File: config.mk
export PLATFORM = sky130hd
export DESIGN_NAME = prcs_dev_flat
export DESIGN_NICKNAME = d
export VERILOG_FILES = /design/src/prcs_pkg.sv /design/src/prcs_link_if.sv /design/src/prcs_sense.sv /design/src/prcs_dev.sv /design/src/flat_wrapper.sv
export SDC_FILE = /design/constraint.sdc
export NUM_CORES = 1
export LEC_CHECK = 0
export ABC_AREA = 1
export BUFFER_PORTS_ARGS = -buffer_cell sky130_fd_sc_hd__buf_2
export CAP_MARGIN = 40
export CORE_ASPECT_RATIO = 1.25
export CORE_MARGIN = 4
export CORE_UTILIZATION = 45
export CTS_BUF_LIST = sky130_fd_sc_hd__clkbuf_4
export DETAILED_ROUTE_END_ITERATION = 10
export PLACE_DENSITY = 0.66
export RECOVER_POWER = 100
export SETUP_SLACK_MARGIN = 0.1
export SYNTH_ARGS = -nofsm -noshare
export SYNTH_HDL_FRONTEND = slang
export SYNTH_SLANG_ARGS = --single-unit
File: constraint.sdc
create_clock -name CLK_SYS_I -period 2.8 [get_ports CLK_SYS_I]
set_clock_uncertainty 0.1 [all_clocks]
set_input_delay 0.56 -clock CLK_SYS_I [delete_from_list [all_inputs] [get_ports CLK_SYS_I]]
set_output_delay 0.56 -clock CLK_SYS_I [all_outputs]
set_load 0.005 [all_outputs]
File: src/prcs_pkg.sv
// constants, types and reset values shared by the reference switchover ends
// Function
// auto mode: lost reference moves to backup
// export two lost flags and active indicator
// lost flag asserts when input stops toggling
// active indicator always shows feeding input
// auto switchover repeats back and forth unlimited
// user keeps both inputs running, within 20%
// both inputs dead: no switchover started
// stuck two cycles: flag lost, steer select
// beyond 100% apart, user switches by request
// gate old at its fall, switch at new fall
// override: indicator follows request, no lost flags (lost flags are exported in every mode; active changes only at a swap)
// act on request rising edge only
// switch completes only when target input runs
// manual: request decides, primary after reset
// request held high three reference cycles
// user returns request low after switch
// hold request three cycles of slower input
// hold three cycles plus configured delay cycles
// both inputs running when request rises
// pulse loop reset, await stable lock
package prcs_pkg;

  // system clock and timing
  localparam int SYS_PERIOD_NS = 100;
  localparam int LOOP_RST_NS = 10;
  localparam int LOOP_RST_CYC_I = (LOOP_RST_NS + SYS_PERIOD_NS - 1) / SYS_PERIOD_NS;
  localparam logic [7:0] LOOP_RST_CYC = 8'(LOOP_RST_CYC_I < 1 ? 1 : LOOP_RST_CYC_I);
  localparam logic [7:0] LOCK_STABLE_CYC = 8'h10;

  // nominal reference period in system cycles, and the slower of the two
  localparam int REF_PERIOD_CYC = 8;
  localparam logic [4:0] LOST_CYC = 5'(2 * REF_PERIOD_CYC);
  localparam logic [7:0] SLOW_REF_PERIOD_CYC = 8'h08;

  // request qualification
  localparam logic [3:0] HOLD_BASE = 4'h3;

  // operating modes
  localparam logic [1:0] MODE_AUTO = 2'h0;
  localparam logic [1:0] MODE_MANUAL = 2'h1;
  localparam logic [1:0] MODE_OVERRIDE = 2'h2;

  typedef enum logic [2:0] {
    DEV_RUN = 3'h1,
    DEV_GATE = 3'h2,
    DEV_SWAP = 3'h4
  } prcs_dev_state_t;

  typedef enum logic [3:0] {
    USR_IDLE = 4'h1,
    USR_HOLD = 4'h2,
    USR_RST = 4'h4,
    USR_LOCK = 4'h8
  } prcs_usr_state_t;

  typedef struct packed {
    logic prev;
    logic [4:0] cnt;
    logic lost;
    logic rise;
    logic fall;
  } prcs_sense_t;

  typedef struct packed {
    prcs_dev_state_t st;
    logic sel;
    logic gate;
    logic ref_out;
    logic req_prev;
    logic armed;
    logic [3:0] qcnt;
    logic [1:0] lost;
    logic active;
    logic lock;
    logic loop_rst;
    logic busy;
  } prcs_dev_t;

  typedef struct packed {
    prcs_usr_state_t st;
    logic pend;
    logic req;
    logic rst;
    logic out_en;
    logic [7:0] cnt;
    logic active_seen;
    logic active;
    logic [1:0] lost;
    logic busy;
  } prcs_usr_t;

  localparam prcs_sense_t SENSE_RESET = '{prev: 1'b0, cnt: 5'h00, lost: 1'b0,
                                          rise: 1'b0, fall: 1'b0};

  // primary input selected and passed through after reset
  localparam prcs_dev_t DEV_RESET = '{st: DEV_RUN, sel: 1'b0, gate: 1'b1, ref_out: 1'b0,
                                      req_prev: 1'b0, armed: 1'b0, qcnt: 4'h0,
                                      lost: 2'h0, active: 1'b0, lock: 1'b0,
                                      loop_rst: 1'b0, busy: 1'b0};

  localparam prcs_usr_t USR_RESET = '{st: USR_IDLE, pend: 1'b0, req: 1'b0, rst: 1'b0,
                                      out_en: 1'b0, cnt: 8'h00, active_seen: 1'b0,
                                      active: 1'b0, lost: 2'h0, busy: 1'b0};

endpackage : prcs_pkg

File: src/prcs_link_if.sv
// link between the switchover device and the user control logic
`timescale 1ns/100ps
`default_nettype none
interface prcs_link_if;
  logic switch_req;
  logic loop_rst_req;
  logic [1:0] lost;
  logic active;
  logic lock;

  modport dev (
    input switch_req,
    input loop_rst_req,
    output lost,
    output active,
    output lock
  );

  modport usr (
    output switch_req,
    output loop_rst_req,
    input lost,
    input active,
    input lock
  );
endinterface : prcs_link_if
`default_nettype wire

File: src/prcs_sense.sv
// activity sense for one reference input sampled on the system clock
`timescale 1ns/100ps
`default_nettype none
module prcs_sense (
  input wire logic clk_i,
  input wire logic rst_n_i,
  input wire logic ref_i,
  output logic lost_o,
  output logic rise_o,
  output logic fall_o
);
  prcs_pkg::prcs_sense_t s_q;
  prcs_pkg::prcs_sense_t s_d;

  always_comb begin
    s_d = s_q;
    s_d.prev = ref_i;
    s_d.rise = ref_i & ~s_q.prev;
    s_d.fall = ~ref_i & s_q.prev;
    if (ref_i != s_q.prev) begin
      s_d.cnt = 5'h00;
    end else if (s_q.cnt != prcs_pkg::LOST_CYC) begin
      s_d.cnt = s_q.cnt + 5'h01;
    end
    // flag holds while the input stays flat and drops at the first edge
    s_d.lost = (s_d.cnt == prcs_pkg::LOST_CYC);
  end

  always_ff @(posedge clk_i or negedge rst_n_i) begin
    if (!rst_n_i) begin
      s_q <= prcs_pkg::SENSE_RESET;
    end else begin
      s_q <= s_d;
    end
  end

  assign lost_o = s_q.lost;
  assign rise_o = s_q.rise;
  assign fall_o = s_q.fall;
endmodule : prcs_sense
`default_nettype wire

File: src/prcs_dev.sv
// reference clock switchover device: clock sense, select state machine, gated mux
`timescale 1ns/100ps
`default_nettype none
module prcs_dev (
  input wire logic CLK_SYS_I,
  input wire logic RESETN_I,
  input wire logic PRIMARY_REF_INPUT_I,
  input wire logic BACKUP_REF_INPUT_I,
  input wire logic [1:0] MODE_I,
  input wire logic [2:0] SW_DELAY_I,
  input wire logic LOCK_I,
  output logic REF_CLK_O,
  output logic LOOP_RESET_O,
  output logic SWITCHING_O,
  prcs_link_if.dev link
);
  logic [1:0] ref_in;
  logic [1:0] lost;
  logic [1:0] rise;
  logic [1:0] fall;

  prcs_pkg::prcs_dev_t s_q;
  prcs_pkg::prcs_dev_t s_d;

  assign ref_in = {BACKUP_REF_INPUT_I, PRIMARY_REF_INPUT_I};

  // one sense block per reference input
  for (genvar i = 0; i < 2; i++) begin : g_sense
    prcs_sense prcs_sense_inst (
      .clk_i(CLK_SYS_I),
      .rst_n_i(RESETN_I),
      .ref_i(ref_in[i]),
      .lost_o(lost[i]),
      .rise_o(rise[i]),
      .fall_o(fall[i])
    );
  end

  logic old_idx;
  logic new_idx;
  logic req_rise;
  logic man_ok;
  logic auto_ok;
  logic auto_trig;
  logic man_trig;
  logic [3:0] hold_lim;

  always_comb begin
    old_idx = s_q.sel;
    new_idx = ~s_q.sel;
    req_rise = link.switch_req & ~s_q.req_prev;
    man_ok = (MODE_I == prcs_pkg::MODE_MANUAL) || (MODE_I == prcs_pkg::MODE_OVERRIDE);
    // in override mode a high request suspends automatic switching
    auto_ok = (MODE_I == prcs_pkg::MODE_AUTO)
      || ((MODE_I == prcs_pkg::MODE_OVERRIDE) && !link.switch_req);
    // both inputs flat: no switchover is begun
    auto_trig = auto_ok && lost[old_idx] && !lost[new_idx];
    hold_lim = prcs_pkg::HOLD_BASE + {1'b0, SW_DELAY_I};
    man_trig = s_q.armed && link.switch_req && rise[old_idx]
      && ((s_q.qcnt + 4'h1) == hold_lim);
  end

  always_comb begin
    s_d = s_q;
    s_d.req_prev = link.switch_req;
    s_d.lost = lost;
    s_d.lock = LOCK_I;
    s_d.loop_rst = link.loop_rst_req;

    // request qualification: armed by a rising edge only
    if (!man_ok || !link.switch_req) begin
      s_d.armed = 1'b0;
      s_d.qcnt = 4'h0;
    end else if (req_rise && s_q.st == prcs_pkg::DEV_RUN) begin
      s_d.armed = 1'b1;
      s_d.qcnt = 4'h0;
    end else if (s_q.armed && rise[old_idx]) begin
      s_d.qcnt = s_q.qcnt + 4'h1;
    end

    unique case (s_q.st)
      prcs_pkg::DEV_RUN: begin
        if (man_trig) begin
          // one swap per rising edge; the falling edge never swaps back
          s_d.armed = 1'b0;
          s_d.qcnt = 4'h0;
          s_d.st = prcs_pkg::DEV_GATE;
        end else if (auto_trig) begin
          s_d.st = prcs_pkg::DEV_GATE;
        end
      end
      prcs_pkg::DEV_GATE: begin
        // a dead old input has no falling edge, so gate off at once
        if (fall[old_idx] || lost[old_idx]) begin
          s_d.gate = 1'b0;
          s_d.st = prcs_pkg::DEV_SWAP;
        end
      end
      prcs_pkg::DEV_SWAP: begin
        // wait here for as long as the target input is not running
        if (!lost[new_idx] && fall[new_idx]) begin
          s_d.sel = new_idx;
          s_d.active = new_idx;
          s_d.gate = 1'b1;
          s_d.st = prcs_pkg::DEV_RUN;
        end
      end
    endcase

    s_d.busy = (s_d.st != prcs_pkg::DEV_RUN);
    // output is held low while gated, so no runt pulse can reach the loop
    s_d.ref_out = s_d.gate & ref_in[s_d.sel];
  end

  always_ff @(posedge CLK_SYS_I or negedge RESETN_I) begin
    if (!RESETN_I) begin
      s_q <= prcs_pkg::DEV_RESET;
    end else begin
      s_q <= s_d;
    end
  end

  assign REF_CLK_O = s_q.ref_out;
  assign LOOP_RESET_O = s_q.loop_rst;
  assign SWITCHING_O = s_q.busy;
  assign link.lost = s_q.lost;
  assign link.active = s_q.active;
  assign link.lock = s_q.lock;
endmodule : prcs_dev
`default_nettype wire

File: src/flat_wrapper.sv
// flat-port wrapper written by rule: the top's interface ports become plain ports
module prcs_dev_flat 
  (CLK_SYS_I, RESETN_I, PRIMARY_REF_INPUT_I, BACKUP_REF_INPUT_I, MODE_I, SW_DELAY_I, LOCK_I, REF_CLK_O, LOOP_RESET_O, SWITCHING_O, link_switch_req, link_loop_rst_req, link_lost, link_active, link_lock);
  prcs_link_if link_i ();
  input wire logic CLK_SYS_I;
  input wire logic RESETN_I;
  input wire logic PRIMARY_REF_INPUT_I;
  input wire logic BACKUP_REF_INPUT_I;
  input wire logic [1:0] MODE_I;
  input wire logic [2:0] SW_DELAY_I;
  input wire logic LOCK_I;
  output logic REF_CLK_O;
  output logic LOOP_RESET_O;
  output logic SWITCHING_O;
  input wire logic [$bits(link_i.switch_req)-1:0] link_switch_req;
  input wire logic [$bits(link_i.loop_rst_req)-1:0] link_loop_rst_req;
  output wire logic [$bits(link_i.lost)-1:0] link_lost;
  output wire logic [$bits(link_i.active)-1:0] link_active;
  output wire logic [$bits(link_i.lock)-1:0] link_lock;
  assign link_i.switch_req = link_switch_req;
  assign link_i.loop_rst_req = link_loop_rst_req;
  assign link_lost = link_i.lost;
  assign link_active = link_i.active;
  assign link_lock = link_i.lock;
  prcs_dev u_core (.CLK_SYS_I(CLK_SYS_I), .RESETN_I(RESETN_I), .PRIMARY_REF_INPUT_I(PRIMARY_REF_INPUT_I), .BACKUP_REF_INPUT_I(BACKUP_REF_INPUT_I), .MODE_I(MODE_I), .SW_DELAY_I(SW_DELAY_I), .LOCK_I(LOCK_I), .REF_CLK_O(REF_CLK_O), .LOOP_RESET_O(LOOP_RESET_O), .SWITCHING_O(SWITCHING_O), .link(link_i));
endmodule
---- Yosys cells after proc, flatten, opt, wreduce, memory -nomap -nowiden ----
Cells that the tools add are included.
word-level totals
  output and inout bits ................... 7
  register bits after elaboration ......... 36
cells by class
  muxes and demuxes ....................... 30
  reduce and logical (&&, ||, !) cells .... 18
  bitwise logic cells ..................... 12
  $add $sub $neg .......................... 4
  $lt $le $gt $ge ......................... 3
  equal/unequal tests ..................... 13
operators with widths
  operator                                                     count
  two-way mux 5 bit                                            8
  two-way mux 1 bit                                            15
  adder 5 x 1 -> 5 bit (second input constant)                 2
  == test 5 bit (second input constant)                        2
  != test 5 bit (second input constant)                        2
  logical AND 1 bit                                            9
  two-way mux 3 bit                                            3
  one-hot mux 3 bit (3 select lines)                           1
  two-way mux 4 bit                                            2
  AND 1 bit                                                    6
  less-than comparator 1 x 2 -> 1 bit (second input constant)  3
  NOT 1 bit                                                    6
  adder 2 x 3 -> 4 bit (first input constant)                  1
  adder 4 x 1 -> 4 bit (second input constant)                 1
  == test 4 bit                                                1
  logical OR 1 bit                                             4
  == test 3 x 1 -> 1 bit (second input constant)               1
  == test 3 x 2 -> 1 bit (second input constant)               1
  == test 3 bit (second input constant)                        1
  logical NOT 1 bit                                            3
  != test 3 x 1 -> 1 bit (second input constant)               1
  == test 2 x 1 -> 1 bit (second input constant)               1
  == test 2 bit (second input constant)                        1
  logical NOT 2 bit                                            1
  3 further kinds                                              4

---- Depth between registers and ports, before layout ----
  depth in word-level cells ............... 10
  depth in mapped cells ................... 13
  mapped depth without buffers ............ 13

---- Hierarchy ----
A second synthesis with hierarchy kept.
unflattened totals
  cells, all modules ...................... 239
  area, all modules ....................... 1996.9 um^2
modules (own cells, without submodules)
  module      cells each  area each (um^2)  times used
  prcs_dev    141         1103.6            1
  prcs_sense  49          446.7             2

---- Worst setup path after synthesis ----
No wires, ideal clock.
  path type ............................... input to register
  start ................................... in SW_DELAY_I[0]
  end ..................................... reg u_core.s_q (netlist bit u_core.SWITCHING_O)
  required time ........................... 2.578 ns
  arrival ................................. 1.566 ns
  setup slack ............................. 1.012 ns
  setup time .............................. 0.122 ns
  cell stages on the path ................. 12
  cells stage by stage .................... inv_1 -> ha_1 -> nand2_1 -> nand2_1 -> nor2_1 -> nand2_1 -> nor2_4 -> nand3_4 -> nand2_2 -> nand2_2 -> nor2_1 -> nand2_1
RTL lines
  element               line                text
  start, declared       flat_wrapper.sv:10  input wire logic [2:0] SW_DELAY_I;
  end signal, assigned  prcs_dev.sv:117     s_q <= prcs_pkg::DEV_RESET;
  end, declared         prcs_dev.sv:22      prcs_pkg::prcs_dev_t s_q;

==> impl_metrics.ini <==
[run_status]
outcome = complete, but fails checks
violations = max-capacitance violations, max-slew violations

[clock_tree]
cts_tree = yes
clk_pin_slew_worst_paths_ns = 0.09
h-tree-depth = 2
cts-root-buf = clkbuf_4
clk_latency_ns = 0.32
cts_resized = 0
clock_path_buffers = 2
cts_hold_buf = 0
cts_inserted_buffers = 5
clock-sinks = 36
postCtsSetupBuffers = 0

[route]
drt-wirelength-per-cell_um = 9.62
routed_wl_um = 3050
vias = 1442
drtAntennaViolNets = 0
drtIter0Drc = 48
drcViolationCount = 0
routed_via_density = 4.55
dr.pass1.iters = 4

[logic_synthesis]
ys_seq_elements = 36
syn_area_um2 = 1950
yosysSeqAreaShare_pct = 46.4
synth_nets = 262
synth_cells = 238
syn_avg_cell_area_um2 = 8.18
yosysWarningCount = 0
ys_types = 27

[global_routing]
grt_pass1_wl_um = 5290
grt_use_met1_pct = 12.5
grtUsageTotal_pct = 13.0
grt_start_max_net_pins = 37
grt_pass1_vias = 1339
met3_usage_pct = 3.69
antenna_found_initial = 0
gr-total-overflow = 0
met2_usage_pct = 24.7
grt.busiest_layer = met2

[die]
die_width_um = 66.8
io_pins = 19
coreArea_um2 = 4130
die_h_um = 81.5
dieArea_um2 = 5450
start_util_pct = 47.1
num_rows = 26

[sta]
fin_crit_ns = 1.94
max_freq_ghz = 0.516
finalHoldViolations = 0
tns_ns = 0
worstMarginPinSlew_ns = 1.83
max-slew-margin-rel_pct = -22.3
setup_viol = 0
maxSlewViolCount = 37
hold_ws_ns = 0.239
rsz0062_at_grt = false
fin_crit_sh_pct = 69.2

[power_and_ir_drop]
combPwrFrac_pct = 24.3
power.switching_mw = 0.396
peakVddDrop_uv = 367
p_int_mw = 0.834
p_per_area_nw_per_um2 = 586
power_frac_clock_pct = 21.7
power.leakage_nw = 1.22
p_sw_share_pct = 32.2
seq_power_share_pct = 54.1

[worst_setup_path]
worstPathRequired_ns = 2.90
cp_data_arrival_time_ns = 2.04
crit_chain = ha_1 -> nand2_1 -> nand2_1 -> nor2_1 -> nand2_1 -> nor2_1 -> nand3_4 -> nor2_1 -> nor3b_1
start_kind = flip-flop
max_stage_delay_ns = 0.46
end_kind = flip-flop
path_max_fanout = 7
crit_type = reg -> reg
crit_slowest_cell = dfrtp_1

[place]
dp_hpwl_um = 2410
dpl-instance-area_um2 = 2080
place_inst = 309
port_buffers = 18
gp_congestion = 0.790

[final_layout]
final_core_util_pct = 50.8
drive_gt1_share_pct = 10.7
area_growth_pct = 7.90
n_antenna_cell = 0
final_cells = 317
design_area_um2 = 2100
fin_nets = 284

[min_path]
worst_hold_path_type = in -> reg

[job]
maxCapViolCount = 1
==> cell type report <==
cell class,instances,area (µm²)
Inverter,52,200
Multi-Input combinational cell,147,793
Tap cell,56,70.1
Fill cell,400,2030
Clock buffer,7,52.6
Clock inverter,1,3.75
Sequential cell,36,903
Timing Repair Buffer,18,77.6
==> flip-flops by register name (all words and copies together), names as in the netlist <==
register	flops
u_core.g_sense.prcs_sense_inst.s_q	12
u_core.g_sense.prcs_sense_inst.fall_o	2
u_core.LOOP_RESET_O	1
u_core.SWITCHING_O	1
u_core.REF_CLK_O	1
u_core.g_sense.prcs_sense_inst.rise_o	2
u_core.link.active	1
u_core.link.lock	1
u_core.old_idx	1
u_core.s_q	10
u_core.g_sense.prcs_sense_inst.lost_o	2
u_core.link.lost	2
==> Yosys cell counts <==
cell	number	share of area, %
nand3_1	13	3.3
nor3b_1	1	0.39
inv_1	50	9.6
buf_6	1	0.58
nor2_4	2	1.2
nand2_2	6	1.9
xnor2_1	1	0.45
inv_2	1	0.19
ha_1	12	7.7
o21ai_2	1	0.45
nand4_1	2	0.64
a21o_1	1	0.39
dfrtp_1	34	44
inv_6	1	0.45
nor3_1	9	2.3
buf_4	2	0.77
nor3_2	1	0.51
nand2_1	55	11
nand2_4	2	1.2
nor2_2	1	0.32
nand3_4	1	0.90
nor2_1	20	3.9
dfstp_2	2	2.7
o21ai_0	4	1.0
xor2_1	5	2.2
a21oi_1	9	2.3
o21ai_1	1	0.26
==> per-layer routing <==
| metal | vias to the layer above | part of all wire (%) |
|---|---|---|
| li1 | 761 | - |
| met3 | 6 | 3.5 |
| met1 | 661 | 41 |
| met5 | - | 0 |
| met4 | 0 | 2.3 |
| met2 | 14 | 53 |
==> path summary, 6_finish.rpt <==
check | startpoint | to | slack (ns) | depth (start not counted)
max | u_core.s_q[6] | u_core.s_q[9] | 0.86 | 9
min | link_loop_rst_req | u_core.LOOP_RESET_O | 0.24 | 1
max reg2reg | u_core.s_q[6] | u_core.s_q[9] | 0.86 | 9
min reg2reg | u_core.g_sense[0].prcs_sense_inst.lost_o | u_core.link.lost[0] | 0.30 | 0
max in group asynchronous | RESETN_I | u_core.s_q[8] | 0.92 | 1
min in group asynchronous | RESETN_I | u_core.s_q[11] | 0.62 | 1
==> worst max-delay path: cells and delay by family (launching register included) <==
kind	cells	cell delay, ns
simple gates	8	0.89
flops	1	0.46
fa+ha+maj	1	0.37
==> power by group through the flow <==
| stage | sequential (mW) | clock (mW) | combinational (mW) |
|---|---|---|---|
| floorplan | 0.651 | 0 | 0.276 |
| global placement | 0.677 | 0 | 0.323 |
| detailed placement | 0.678 | 0 | 0.326 |
| CTS | 0.667 | 0.288 | 0.328 |
| global route | 0.679 | 0.312 | 0.354 |
| finish | 0.665 | 0.266 | 0.299 |
==> metrics by stage <==
step                worst slack (ns)  total power [mW]
detailed placement             0.779              1.00
global route                   0.513              1.35
CTS                            0.978              1.28
global placement               0.832              1.00
floorplan                       1.01             0.928
finish                         0.861              1.23
==> cell usage in the layout (no fill, tap or decap), drive strengths merged, types with 8 or more instances in the layout <==
master,instances
nand2,63
inv,52
dfrtp,34
nor2,23
clkbuf,17
nand3,14
ha,12
nor3,10
a21oi,9
buf,8
==> kinds of logic after synthesis <==
group / after synthesis / share of synthesized area [%]
and+or+nand+nor: 113 / 27.1
AOI/OAI and AO/OA: 16 / 4.43
buffers and inverters: 55 / 11.6
xor gates and xnor gates: 6 / 2.70
adders and majority gates: 12 / 7.71
DFF: 36 / 46.4
(Power assumes the default switching activity.)
